`src/verilog/uart_shadow_pkg.sv`:
```
// Constants for the serial port queue control aliases
// Overview of operation
// - Queue enable alias bit 0 mirrors control bit 0
// - Enable alias write leaves other control fields
// - Enable one uses queues, zero disables them
// - Enable falling resets both queue controllers
// - Threshold alias bits 1:0 mirror control 7:6
// - Threshold alias write leaves other control fields
// - Receive fill reaching threshold raises data interrupt
// - DMA mode one: threshold drives receive request
// - Threshold codes: one, quarter, half, full minus two
// - DMA mode bit selects mode 0 or 1
// - Flow control gates request-to-send by threshold
package uart_shadow_pkg;

  // ----------------------------------------------------------------
  // Register byte addresses
  // ----------------------------------------------------------------
  localparam logic [31:0] ADR_DATA = 32'h5000_1000;
  localparam logic [31:0] ADR_FCR = 32'h5000_1008;
  localparam logic [31:0] ADR_CTRL = 32'h5000_100c;
  localparam logic [31:0] ADR_IRQ_STATUS = 32'h5000_1010;
  localparam logic [31:0] ADR_IRQ_MASK = 32'h5000_1014;
  localparam logic [31:0] ADR_LEVELS = 32'h5000_1018;
  localparam logic [31:0] ADR_QUEUE_ENABLE_ALIAS = 32'h5000_1098;
  localparam logic [31:0] ADR_RX_THRESHOLD_ALIAS = 32'h5000_109c;

  // ----------------------------------------------------------------
  // Field positions and reset values
  // ----------------------------------------------------------------
  localparam int FCR_EN_BIT = 0;
  localparam int FCR_RX_CLR_BIT = 1;
  localparam int FCR_TX_CLR_BIT = 2;
  localparam int FCR_DMA_BIT = 3;
  localparam int FCR_TX_TRIG_LSB = 4;
  localparam int FCR_RX_TRIG_LSB = 6;
  localparam logic [7:0] FCR_RESET = 8'h00;
  localparam int CTRL_RTS_BIT = 0;
  localparam int CTRL_AFC_BIT = 1;
  localparam logic [1:0] CTRL_RESET = 2'h0;
  localparam int IRQ_RX_AVAIL = 0;
  localparam int IRQ_TX_EMPTY = 1;
  localparam int IRQ_OVERRUN = 2;
  localparam int IRQ_W = 3;
  localparam logic [2:0] IRQ_RESET = 3'h0;
  localparam int LEVEL_TX_LSB = 8;

  // ----------------------------------------------------------------
  // Threshold codes and sizes
  // ----------------------------------------------------------------
  localparam logic [1:0] RX_TRIG_ONE = 2'h0;
  localparam logic [1:0] RX_TRIG_QUARTER = 2'h1;
  localparam logic [1:0] RX_TRIG_HALF = 2'h2;
  localparam logic [1:0] TX_TRIG_EMPTY = 2'h0;
  localparam logic [1:0] TX_TRIG_TWO = 2'h1;
  localparam logic [1:0] TX_TRIG_QUARTER = 2'h2;
  localparam int QUEUE_DEPTH = 16;
  localparam int CHAR_W = 8;
  localparam int ACK_LATENCY = 2;

endpackage : uart_shadow_pkg

```
`src/verilog/uart_queue_ram.sv`:
```
// Small two-port queue memory with registered read data
`timescale 1ns/1ns
module uart_queue_ram #(
  parameter int WIDTH = 8,
  parameter int DEPTH = 16,
  parameter int AW = $clog2(DEPTH)
) (
  input wire logic clk_i,
  input wire logic rst_i,
  input wire logic wr_en_i,
  input wire logic [AW-1:0] wr_addr_i,
  input wire logic [WIDTH-1:0] wr_data_i,
  input wire logic [AW-1:0] rd_addr_i,
  output logic [WIDTH-1:0] rd_data_o
);

  logic [WIDTH-1:0] mem [DEPTH];

  always_ff @(posedge clk_i) begin
    if (wr_en_i) begin
      mem[wr_addr_i] <= wr_data_i;
    end
  end

  // Old data on a same-address collision; callers never read a fresh slot
  always_ff @(posedge clk_i) begin
    if (rst_i) begin
      rd_data_o <= '0;
    end else begin
      rd_data_o <= mem[rd_addr_i];
    end
  end

endmodule : uart_queue_ram

```
`src/verilog/uart_fifo_shadow_controls.sv`:
```
// Serial port queues with control aliases behind a Wishbone slave
//
// Our own choice: the Wishbone register port.
`timescale 1ns/1ns
module uart_fifo_shadow_controls
  import uart_shadow_pkg::*;
#(
  parameter int DEPTH = QUEUE_DEPTH,
  parameter int AW = $clog2(DEPTH),
  parameter int CW = AW + 1
) (
  input wire logic clk_i,
  input wire logic rst_i,
  input wire logic cyc_i,
  input wire logic stb_i,
  input wire logic we_i,
  input wire logic [31:0] adr_i,
  input wire logic [3:0] sel_i,
  input wire logic [31:0] dat_i,
  output logic [31:0] dat_o,
  output logic ack_o,
  output logic irq_o,
  input wire logic [CHAR_W-1:0] rx_data_i,
  input wire logic rx_valid_i,
  output logic [CHAR_W-1:0] tx_data_o,
  output logic tx_valid_o,
  input wire logic tx_ready_i,
  output logic rx_dma_req_n_o,
  output logic tx_dma_req_n_o,
  output logic rts_n_o
);

  // ----------------------------------------------------------------
  // Threshold decoding
  // ----------------------------------------------------------------
  function automatic logic [CW-1:0] rx_trig_level(input logic [1:0] code);
    logic [CW-1:0] lvl;
    lvl = CW'(DEPTH - 2);
    // Threshold decode
    case (code)
      RX_TRIG_ONE: lvl = CW'(1);
      RX_TRIG_QUARTER: lvl = CW'(DEPTH / 4);
      RX_TRIG_HALF: lvl = CW'(DEPTH / 2);
      default: lvl = CW'(DEPTH - 2);
    endcase
    return lvl;
  endfunction : rx_trig_level

  function automatic logic [CW-1:0] tx_trig_level(input logic [1:0] code);
    logic [CW-1:0] lvl;
    lvl = CW'(DEPTH / 2);
    case (code)
      TX_TRIG_EMPTY: lvl = CW'(0);
      TX_TRIG_TWO: lvl = CW'(2);
      TX_TRIG_QUARTER: lvl = CW'(DEPTH / 4);
      default: lvl = CW'(DEPTH / 2);
    endcase
    return lvl;
  endfunction : tx_trig_level

  typedef enum logic {TX_IDLE, TX_FETCH} tx_state_t;

  // ----------------------------------------------------------------
  // State
  // ----------------------------------------------------------------
  logic [7:0] fifo_control_register;
  logic [1:0] ctrl;
  logic [IRQ_W-1:0] irq_status;
  logic [IRQ_W-1:0] irq_mask;
  logic req_seen;
  logic rx_empty_q;
  logic [AW-1:0] rx_wr_ptr;
  logic [AW-1:0] rx_rd_ptr;
  logic [CW-1:0] rx_count;
  logic [AW-1:0] tx_wr_ptr;
  logic [AW-1:0] tx_rd_ptr;
  logic [CW-1:0] tx_count;
  logic rx_dma_act;
  logic tx_dma_act;
  tx_state_t tx_state;
  logic [CHAR_W-1:0] rx_rdata;
  logic [CHAR_W-1:0] tx_rdata;

  // ----------------------------------------------------------------
  // Bus decode
  // ----------------------------------------------------------------
  wire req = cyc_i & stb_i & ~req_seen & ~ack_o;
  wire wr_en = req_seen & we_i & sel_i[0];
  wire rd_en = req_seen & ~we_i;
  wire hit_data = adr_i == ADR_DATA;
  wire hit_fcr = adr_i == ADR_FCR;
  wire hit_ctrl = adr_i == ADR_CTRL;
  wire hit_status = adr_i == ADR_IRQ_STATUS;
  wire hit_mask = adr_i == ADR_IRQ_MASK;
  wire hit_levels = adr_i == ADR_LEVELS;
  wire hit_sfe = adr_i == ADR_QUEUE_ENABLE_ALIAS;
  wire hit_srt = adr_i == ADR_RX_THRESHOLD_ALIAS;
  wire wr_fcr = wr_en & hit_fcr;
  wire wr_sfe = wr_en & hit_sfe;
  wire wr_srt = wr_en & hit_srt;

  // ----------------------------------------------------------------
  // Control register and aliases
  // ----------------------------------------------------------------
  // Clear bits never stored, so alias writes cannot replay them
  wire [7:0] fcr_written = {dat_i[7:3], 2'h0, dat_i[0]};
  // enable alias touches bit 0 only
  wire [7:0] fcr_sfe = {fifo_control_register[7:1], dat_i[0]};
  // threshold alias touches bits 7:6 only
  wire [7:0] fcr_srt = {dat_i[1:0], fifo_control_register[5:0]};
  wire [7:0] next_fcr = wr_fcr ? fcr_written : wr_sfe ? fcr_sfe : wr_srt ? fcr_srt : fifo_control_register;
  wire q_enable = fifo_control_register[FCR_EN_BIT];
  wire dma_mode = fifo_control_register[FCR_DMA_BIT];
  wire en_fall = q_enable & ~next_fcr[FCR_EN_BIT];
  wire rx_clr = en_fall | (wr_fcr & dat_i[FCR_RX_CLR_BIT]);
  wire tx_clr = en_fall | (wr_fcr & dat_i[FCR_TX_CLR_BIT]);
  // disabled queues hold a single character
  wire [CW-1:0] cap = q_enable ? CW'(DEPTH) : CW'(1);
  wire [CW-1:0] rx_level = q_enable ? rx_trig_level(fifo_control_register[7:6]) : CW'(1);
  wire [CW-1:0] tx_level = q_enable ? tx_trig_level(fifo_control_register[5:4]) : CW'(0);

  // ----------------------------------------------------------------
  // Receive queue
  // ----------------------------------------------------------------
  wire rx_full = rx_count >= cap;
  wire rx_push = rx_valid_i & ~rx_full & ~rx_clr;
  wire rx_overrun = rx_valid_i & rx_full;
  wire rx_pop = rd_en & hit_data & ~rx_empty_q & ~rx_clr;
  wire [CW-1:0] next_rx_count = rx_clr ? '0 : rx_count + CW'(rx_push) - CW'(rx_pop);
  wire rx_at_level = rx_count >= rx_level;

  uart_queue_ram #(.WIDTH(CHAR_W), .DEPTH(DEPTH)) rx_ram (
    .clk_i(clk_i),
    .rst_i(rst_i),
    .wr_en_i(rx_push),
    .wr_addr_i(rx_wr_ptr),
    .wr_data_i(rx_data_i),
    .rd_addr_i(rx_rd_ptr),
    .rd_data_o(rx_rdata)
  );

  // ----------------------------------------------------------------
  // Transmit queue
  // ----------------------------------------------------------------
  wire tx_push = wr_en & hit_data & (tx_count < cap) & ~tx_clr;
  wire tx_pop = (tx_state == TX_FETCH) & ~tx_clr;
  wire [CW-1:0] next_tx_count = tx_clr ? '0 : tx_count + CW'(tx_push) - CW'(tx_pop);
  wire next_tx_valid = tx_clr ? 1'b0 : tx_pop ? 1'b1 : (tx_valid_o & ~tx_ready_i);
  // Fetch takes a cycle: read data is registered inside the memory
  wire tx_start = (tx_state == TX_IDLE) & (tx_count != '0) & ~tx_valid_o & ~tx_clr;

  uart_queue_ram #(.WIDTH(CHAR_W), .DEPTH(DEPTH)) tx_ram (
    .clk_i(clk_i),
    .rst_i(rst_i),
    .wr_en_i(tx_push),
    .wr_addr_i(tx_wr_ptr),
    .wr_data_i(dat_i[CHAR_W-1:0]),
    .rd_addr_i(tx_rd_ptr),
    .rd_data_o(tx_rdata)
  );

  // ----------------------------------------------------------------
  // Interrupts, DMA requests, flow control
  // ----------------------------------------------------------------
  // fill at threshold raises data event
  wire [IRQ_W-1:0] irq_set = {rx_overrun, tx_count == '0, rx_at_level};
  wire [IRQ_W-1:0] irq_clr = (wr_en & hit_status) ? dat_i[IRQ_W-1:0] : '0;
  // Set wins over a write-one clear in the same cycle
  wire [IRQ_W-1:0] next_irq_status = (irq_status & ~irq_clr) | irq_set;
  // mode 1 asserts at threshold, holds until empty
  wire next_rx_dma_act = rx_at_level | (rx_dma_act & (rx_count != '0));
  wire next_tx_dma_act = (tx_count <= tx_level) | (tx_dma_act & (tx_count < cap));
  wire rx_req = dma_mode ? next_rx_dma_act : (rx_count != '0);
  wire tx_req = dma_mode ? next_tx_dma_act : (tx_count == '0);
  // flow control drops request-to-send at threshold
  wire afc_on = ctrl[CTRL_AFC_BIT] & q_enable;
  wire next_rts_n = ~(ctrl[CTRL_RTS_BIT] & ~(afc_on & rx_at_level));

  // ----------------------------------------------------------------
  // Read mux
  // ----------------------------------------------------------------
  wire [CW-1:0] rx_level_cnt = rx_count;
  wire [31:0] rd_levels = {16'h0000, CHAR_W'(tx_count), CHAR_W'(rx_level_cnt)};
  wire [31:0] rd_sfe = {31'h0000_0000, fifo_control_register[FCR_EN_BIT]};
  wire [31:0] rd_srt = {30'h0000_0000, fifo_control_register[FCR_RX_TRIG_LSB+1:FCR_RX_TRIG_LSB]};
  wire [31:0] rd_data = rx_empty_q ? 32'h0000_0000 : {24'h00_0000, rx_rdata};
  // Control register is write-only, so it reads as zero
  wire [31:0] rd_mux = hit_data ? rd_data :
                       hit_ctrl ? {30'h0000_0000, ctrl} :
                       hit_status ? {29'h0000_0000, irq_status} :
                       hit_mask ? {29'h0000_0000, irq_mask} :
                       hit_levels ? rd_levels :
                       hit_sfe ? rd_sfe :
                       hit_srt ? rd_srt : 32'h0000_0000;

  // ----------------------------------------------------------------
  // Registers
  // ----------------------------------------------------------------
  always_ff @(posedge clk_i) begin
    if (rst_i) begin
      req_seen <= 1'b0;
      ack_o <= 1'b0;
      rx_empty_q <= 1'b1;
      dat_o <= '0;
    end else begin
      req_seen <= req;
      ack_o <= req_seen;
      rx_empty_q <= req ? (rx_count == '0) : rx_empty_q;
      dat_o <= rd_en ? rd_mux : '0;
    end
  end

  always_ff @(posedge clk_i) begin
    if (rst_i) begin
      fifo_control_register <= FCR_RESET;
      ctrl <= CTRL_RESET;
      irq_status <= IRQ_RESET;
      irq_mask <= IRQ_RESET;
    end else begin
      fifo_control_register <= next_fcr;
      ctrl <= (wr_en & hit_ctrl) ? dat_i[1:0] : ctrl;
      irq_status <= next_irq_status;
      irq_mask <= (wr_en & hit_mask) ? dat_i[IRQ_W-1:0] : irq_mask;
    end
  end

  always_ff @(posedge clk_i) begin
    if (rst_i || rx_clr) begin
      rx_wr_ptr <= '0;
      rx_rd_ptr <= '0;
    end else begin
      rx_wr_ptr <= rx_wr_ptr + AW'(rx_push);
      rx_rd_ptr <= rx_rd_ptr + AW'(rx_pop);
    end
  end

  always_ff @(posedge clk_i) begin
    if (rst_i || tx_clr) begin
      tx_wr_ptr <= '0;
      tx_rd_ptr <= '0;
    end else begin
      tx_wr_ptr <= tx_wr_ptr + AW'(tx_push);
      tx_rd_ptr <= tx_rd_ptr + AW'(tx_pop);
    end
  end

  always_ff @(posedge clk_i) begin
    if (rst_i) begin
      rx_count <= '0;
      tx_count <= '0;
      tx_state <= TX_IDLE;
      tx_valid_o <= 1'b0;
      tx_data_o <= '0;
    end else begin
      rx_count <= next_rx_count;
      tx_count <= next_tx_count;
      case (tx_state)
        TX_IDLE: tx_state <= tx_start ? TX_FETCH : TX_IDLE;
        TX_FETCH: tx_state <= TX_IDLE;
        default: tx_state <= TX_IDLE;
      endcase
      tx_valid_o <= next_tx_valid;
      tx_data_o <= tx_pop ? tx_rdata : tx_data_o;
    end
  end

  always_ff @(posedge clk_i) begin
    if (rst_i) begin
      rx_dma_act <= 1'b0;
      tx_dma_act <= 1'b0;
      rx_dma_req_n_o <= 1'b1;
      tx_dma_req_n_o <= 1'b1;
      rts_n_o <= 1'b1;
      irq_o <= 1'b0;
    end else begin
      rx_dma_act <= next_rx_dma_act;
      tx_dma_act <= next_tx_dma_act;
      rx_dma_req_n_o <= ~rx_req;
      tx_dma_req_n_o <= ~tx_req;
      rts_n_o <= next_rts_n;
      irq_o <= |(irq_status & irq_mask);
    end
  end
endmodule : uart_fifo_shadow_controls

```
`config.mk`:
```
export PLATFORM = sky130hd
export DESIGN_NAME = uart_fifo_shadow_controls
export DESIGN_NICKNAME = d
export VERILOG_FILES = /design/src/verilog/uart_shadow_pkg.sv /design/src/verilog/uart_queue_ram.sv /design/src/verilog/uart_fifo_shadow_controls.sv
export SDC_FILE = /design/constraint.sdc
export NUM_CORES = 1
export LEC_CHECK = 0
export BUFFER_PORTS_ARGS = -buffer_cell sky130_fd_sc_hd__buf_2
export CAP_MARGIN = 40
export CORE_ASPECT_RATIO = 0.5
export CORE_UTILIZATION = 35
export CTS_BUF_LIST = sky130_fd_sc_hd__clkbuf_16
export DETAILED_ROUTE_END_ITERATION = 10
export SYNTH_ARGS = -nofsm -noshare
export SYNTH_HDL_FRONTEND = slang
export SYNTH_HIERARCHICAL = 1
export SYNTH_SLANG_ARGS = --single-unit
```
`constraint.sdc`:
```
create_clock -name clk_i -period 4.5 [get_ports clk_i]
set_input_delay 0.45 -clock clk_i [delete_from_list [all_inputs] [get_ports clk_i]]
set_output_delay 0.45 -clock clk_i [all_outputs]
set_load 0.02 [all_outputs]
```
After elaboration in Yosys (flattened, before gate mapping)
Memories as Yosys holds them, arrays and structs flattened. A register that Yosys moved wholly into a read port is not among the register bits.
Cells that the tools add are included.
{"block": "op_classes", "n_eq_ne": 13, "reduce_logical": 14, "bitwise": 58, "order_cmp": 4, "mux": 26, "n_addsub": 8}
{"operator": "$eq A32 B31 Y1 const B", "count": 8}
{"operator": "$mux W13", "count": 5}
{"operator": "$and A1 B1 Y1", "count": 34}
{"operator": "$mux W8", "count": 4}
{"operator": "$pmux W4 S3", "count": 2}
{"operator": "$add A4 B1 Y4", "count": 4}
{"operator": "$not A1 Y1", "count": 16}
{"operator": "$mux W5", "count": 3}
{"operator": "$add A5 B1 Y5", "count": 2}
{"operator": "$ge A5 B5 Y1", "count": 2}
{"operator": "$logic_not A5 Y1", "count": 2}
{"operator": "$reduce_bool A5 Y1", "count": 2}
{"operator": "$sub A5 B1 Y5", "count": 2}
{"operator": "$mux W1", "count": 8}
{"operator": "$and A3 B3 Y3", "count": 2}
{"operator": "$reduce_or A2 Y1", "count": 3}
{"operator": "$le A5 B5 Y1", "count": 1}
{"operator": "$lt A5 B5 Y1", "count": 1}
{"operator": "$eq A2 B1 Y1 const B", "count": 2}
{"operator": "$eq A2 B2 Y1 const B", "count": 2}
{"operator": "$logic_not A2 Y1", "count": 2}
{"operator": "$mux W2", "count": 2}
{"operator": "$or A1 B1 Y1", "count": 4}
{"operator": "$mux W3", "count": 1}
{"operator": "other kinds (8)", "count": 9}
{"block": "word_totals", "reg_bits": 91, "word_cells": 150, "in_bits": 83, "n_memories": 2, "ram_bits": 256, "output_inout_bits": 46}
{"name": "rx_ram.mem", "words": 16, "word_bits": 8, "rd": 1, "rd_clocked_by_memory_dff": 1, "wr": 1, "line_no": "uart_queue_ram.sv:17", "source": "logic [WIDTH-1:0] mem [DEPTH];"}
{"name": "tx_ram.mem", "words": 16, "word_bits": 8, "rd": 1, "rd_clocked_by_memory_dff": 1, "wr": 1, "line_no": "uart_queue_ram.sv:17"}

Depth between registers and ports, before layout
{"block": "depth", "ltp_word": 13, "mapped_depth": 17, "mapped_depth_nobuf": 16}

Cells and area by module
Netlist, hierarchy kept.
{"module": "uart_queue_ram (tx_ram)", "n_inst": 1, "cells_per_inst": 259, "area_per_inst_um2": 5282.6}
{"module": "uart_queue_ram (rx_ram)", "n_inst": 1, "cells_per_inst": 237, "area_per_inst_um2": 5180.0}
{"module": "uart_fifo_shadow_controls", "n_inst": 1, "cells_per_inst": 416, "area_per_inst_um2": 3921.3}

Least setup slack after synthesis
Ideal clock, no wire load.
{"block": "synth_path", "path_type": "input to register", "startpoint": "input port adr_i[13]", "endpoint": "memory tx_ram.mem[0][0], enable pin", "setup_time_ns": 0.383, "stages": 7, "arrival_ns": 2.776, "setup_slack_ns": 1.341, "t_required_ns": 4.117, "cell_sequence": "nor4b_2 -> nand4_1 -> or2_1 -> nor2_1 -> and3_1 -> or3b_2 -> nor3_1"}
{"block": "synth_between", "elab_chain_cells": 11, "elab_cells_between_ends": 17, "cone_classes": "eq/ne: 3; mux: 4; bitwise: 10"}
{"element": "start, declared", "line_no": "uart_fifo_shadow_controls.sv:17", "source": "input wire logic [31:0] adr_i,"}
{"element": "$eq A32 B31 Y1", "line_no": "uart_fifo_shadow_controls.sv:96", "source": "wire hit_sfe = adr_i == ADR_QUEUE_ENABLE_ALIAS;"}
{"element": "$and A1 B1 Y1", "line_no": "uart_fifo_shadow_controls.sv:99", "source": "wire wr_sfe = wr_en & hit_sfe;"}
{"element": "$mux W8 (2 in series)", "line_no": "uart_fifo_shadow_controls.sv:111", "source": "wire [7:0] next_fcr = wr_fcr ? fcr_written : wr_sfe ? fcr_sfe : wr_srt ? fcr_srt : fifo_control_register;"}
{"element": "$not A1 Y1", "line_no": "uart_fifo_shadow_controls.sv:114", "source": "wire en_fall = q_enable & ~next_fcr[FCR_EN_BIT];"}
{"element": "$and A1 B1 Y1", "line_no": "uart_fifo_shadow_controls.sv:114"}
{"element": "$or A1 B1 Y1", "line_no": "uart_fifo_shadow_controls.sv:116", "source": "wire tx_clr = en_fall | (wr_fcr & dat_i[FCR_TX_CLR_BIT]);"}
{"element": "$not A1 Y1", "line_no": "uart_fifo_shadow_controls.sv:145", "source": "wire tx_push = wr_en & hit_data & (tx_count < cap) & ~tx_clr;"}
{"element": "$and A1 B1 Y1 *", "line_no": "uart_fifo_shadow_controls.sv:145"}
{"element": "named net tx_push", "line_no": "uart_fifo_shadow_controls.sv:145"}
{"element": "$mux W1 *", "line_no": "uart_queue_ram.sv:20", "source": "if (wr_en_i) begin"}
{"element": "$mux W1 (not written as such) *", "line_no": "uart_queue_ram.sv:21", "source": "mem[wr_addr_i] <= wr_data_i;"}
{"element": "end, declared", "line_no": "uart_queue_ram.sv:17"}
The timed path passes the listed nets; every way through them passes the cells marked *. The select of a mux whose other input is x is not followed.

Worst setup path after layout
{"block": "layout_path", "startpoint": "register req_seen", "endpoint": "register tx_count[4]"}
{"block": "layout_between", "elab_cells_between_ends": 18, "cone_classes": "add/sub: 2; mux: 2; bitwise: 13; reduce/logical: 1"}
{"element": "start, declared", "line_no": "uart_fifo_shadow_controls.sv:70", "source": "logic req_seen;"}
{"element": "start signal, assigned", "line_no": "uart_fifo_shadow_controls.sv:206", "source": "req_seen <= req;"}
{"element": "$and A1 B1 Y1 * (2 in series)", "line_no": "uart_fifo_shadow_controls.sv:88", "source": "wire wr_en = req_seen & we_i & sel_i[0];"}
{"element": "$and A1 B1 Y1", "line_no": "uart_fifo_shadow_controls.sv:99"}
{"element": "$mux W8 (2 in series)", "line_no": "uart_fifo_shadow_controls.sv:111"}
{"element": "$not A1 Y1", "line_no": "uart_fifo_shadow_controls.sv:114"}
{"element": "$and A1 B1 Y1", "line_no": "uart_fifo_shadow_controls.sv:114"}
{"element": "$or A1 B1 Y1 *", "line_no": "uart_fifo_shadow_controls.sv:116"}
{"element": "$not A1 Y1 *", "line_no": "uart_fifo_shadow_controls.sv:146", "source": "wire tx_pop = (tx_state == TX_FETCH) & ~tx_clr;"}
{"element": "$and A1 B1 Y1 *", "line_no": "uart_fifo_shadow_controls.sv:146"}
{"element": "named net tx_pop", "line_no": "uart_fifo_shadow_controls.sv:146"}
{"element": "$sub A5 B1 Y5 *", "line_no": "uart_fifo_shadow_controls.sv:147", "source": "wire [CW-1:0] next_tx_count = tx_clr ? '0 : tx_count + CW'(tx_push) - CW'(tx_pop);"}
{"element": "end signal, assigned", "line_no": "uart_fifo_shadow_controls.sv:256", "source": "tx_count <= next_tx_count;"}
{"element": "end, declared", "line_no": "uart_fifo_shadow_controls.sv:77", "source": "logic [CW-1:0] tx_count;"}
Marks and branches as above.
A chain may end at the register's enable or synchronous reset.

==> qor.txt <==
largest net degree at the start of global routing - 30
synth warn - 6
Max Clock Freq - 313 MHz
Antenna diodes - 0
final setup TNS - 0 ns
Setup crit start kind - flip-flop
Max Cap Viol - 0
Synth area leaders - edfxtp_1 (53%), dfxtp_1 (12%), mux4_2 (5.5%)
PwrDens - 466 nW/um^2
Die X - 289 um
CTS tree - done
# Post-CTS Setup Buffers - 0
Final setup viols - 0
fin area - 16600 um^2
drt first pass iters - 7
Die H - 145 um
DR DRC count - 0
DR iter-0 viols - 571
syn avg cell area - 15.8 um^2
GPL Wtd Cong - 0.826
first-pass GRT wire length - 48200 um
Starting Density - 35.5%
number of global-route vias before repair - 8191
crit path DAT - 3.62 ns
PostCTS Resize Cnt - 0
area added between synthesis and finish - 15.2%
max-slew violation count - 0
utilization after layout - 40.9%
TritonCTS Sinks - 344
Post-Syn Instances - 912
via/cell ratio - 5.06
peak fanout along the critical path - 9
WS Path Type - reg -> reg
post-synthesis sequential area ratio - 65.7%
crit end category - flip-flop
Worst-path clk slew - 0.07 ns
area of the multi-input gates - 4560 um^2
layout cell share with drive strength beyond 1 - 21.8%
count leader, synth - edfxtp_1
I/O pin cnt - 129
CTS H-tree lvls - 1
Post-synth top cells - edfxtp_1 (256), dfxtp_1 (88), nor2_1 (84), mux2i_1 (61), mux4_2 (35)
post-synth top area cell - edfxtp_1
Post-synth EDFFs - 256
clk_skew - 0.0111 ns
Longest Clk Path Bufs - 3
storage element area - 9450 um^2
placed cell areas - 15500 um^2
final wirelength - 31200 um
area of the die - 42000 um^2
Worst VDD drop - 324 uV
async set or reset register ratio after synthesis - 0%
Netlist cell types - 66
Slew HR - 39.5%
RSZ-0062 raised after global routing - false
clock latency on the worst-skew pair - 0.56 ns
period utilization - 71.0%
GRT Overall Usage - 15.0%
Hold Buf Count CTS - 0
total number of vias - 8066
GRT overflow - 0
initial antenna violation count - 0
Leak - 5.75 nW
row count - 52
#FFs+latches synth - 344
mapped cell area - 14400 um^2
Worst-Margin Slew - 0.904 ns
Synth Flop Type - edfxtp_1
Synth top area share - 53.4%
DRT antenna net count - 0
Hold Crit Class - in -> reg
wire length per cell - 19.5 um
core box area - 40500 um^2
status - finished clean
CP required - 4.93 ns
CTS Buf Count - 30
Fillers - 3636
Post-DP HPWL - 21600 um
fin nets - 1149
Final Hold Fails - 0
Root Buffer - clkbuf_16
fin crit period - 3.19 ns
Port Buffers - 82
## logic make-up after synthesis
kind of cell,synth area share (%)
flops,65.7
simple gates,9.86
mux,12.6
compound gates,4.44
buf+inv,3.12
fa+ha+maj,3.24
xor+xnor,0.974
other cells,0.0261
## layer usage
layer	wire [um]	vias to the layer above	track usage (%)
li1	-	3738	-
met1	13400	4076	19.9
met2	15600	189	25.6
met3	1280	63	2.40
met4	878	0	4.03
met5	0	-	0
## path summary, 6_finish.rpt
kind / start / end / cells after the start / slack, ns
worst max-delay path: req_seen$_SDFF_PP0_ / tx_count[4]$_SDFF_PP0_ / 15 / 1.31
worst min register to register: rx_ram/rd_data_o[5]$_SDFF_PP0_ / dat_o[5]$_SDFF_PP0_ / 1 / 0.46
worst min-delay path: rx_valid_i / irq_status[2]$_SDFF_PP0_ / 3 / 0.18
worst max register to register: req_seen$_SDFF_PP0_ / tx_count[4]$_SDFF_PP0_ / 15 / 1.31
## layout by cell type (no fill, tap or decap), types with 5 or more instances in the layout
master     count
edfxtp_1     256
buf_4         34
o22ai_1        5
a21o_1         6
nor4_4         5
clkbuf_16     34
a21oi_1       22
mux2i_1       61
and2_1        20
inv_1         23
nand4_1        6
and3_1         9
nand2_1       14
xnor2_1       11
a22o_1         6
mux4_1        16
nor4_1         5
a221o_1        5
nor2b_1       11
a22oi_1        7
dfxtp_1       86
a221oi_1       5
nor2_1        84
nand3b_1       9
ha_1          34
nand3_1       21
nor3_1        12
mux4_2        35
conb_1        19
xor2_1         5
nand2b_1      13
o21ai_1        6
buf_2         83
o21ai_0       13
## area by class of cell
type	instances	area share [%]
Timing Repair Buffer	120	4.42
Clock inverter	22	1.32
Inverter	20	0.453
Sequential cell	344	57.0
Multi-Input combinational cell	514	27.5
Tap cell	540	4.08
Clock buffer	34	5.13
## state kept, by name, summed over array words and instances, names as in the netlist, 6 cells and up
name	count
dat_o	13
fifo_control_register	6
rx_ram/mem	128
rx_ram/rd_data_o	8
tx_data_o	8
tx_ram/mem	128
tx_ram/rd_data_o	8
## per-stage QoR
stage	instances	setup slack, ns	hold slack, ns	total power [W]
floorplan	930	1.34	0.406	0.00470
global placement	1524	0.824	0.433	0.00500
detailed placement	1536	0.764	0.448	0.00507
CTS	1592	1.25	0.157	0.00781
global route	1594	1.07	0.181	0.00809
finish	1594	1.31	0.178	0.00772
## worst max-delay path, cell delays in order, from the launching register on
cell	delay, ns
dfxtp_1	0.43
and3_1	0.28
nand4_1	0.28
o41ai_4	0.30
buf_4	0.28
inv_1	0.11
ha_1	0.29
inv_1	0.07
ha_1	0.15
inv_1	0.05
fa_1	0.40
nor2_1	0.10
nor2_1	0.04
nor2_1	0.10
or3_1	0.12
a21oi_1	0.05
## power by group
group	leakage, nW	total [W]	internal, W	switching (W)
logic	2.20	0.00126	0.000592	0.000666
clock network	0.527	0.00273	0.00159	0.00114
registers	3.02	0.00373	0.00357	0.000161
Power figures use the tool's default switching activity.
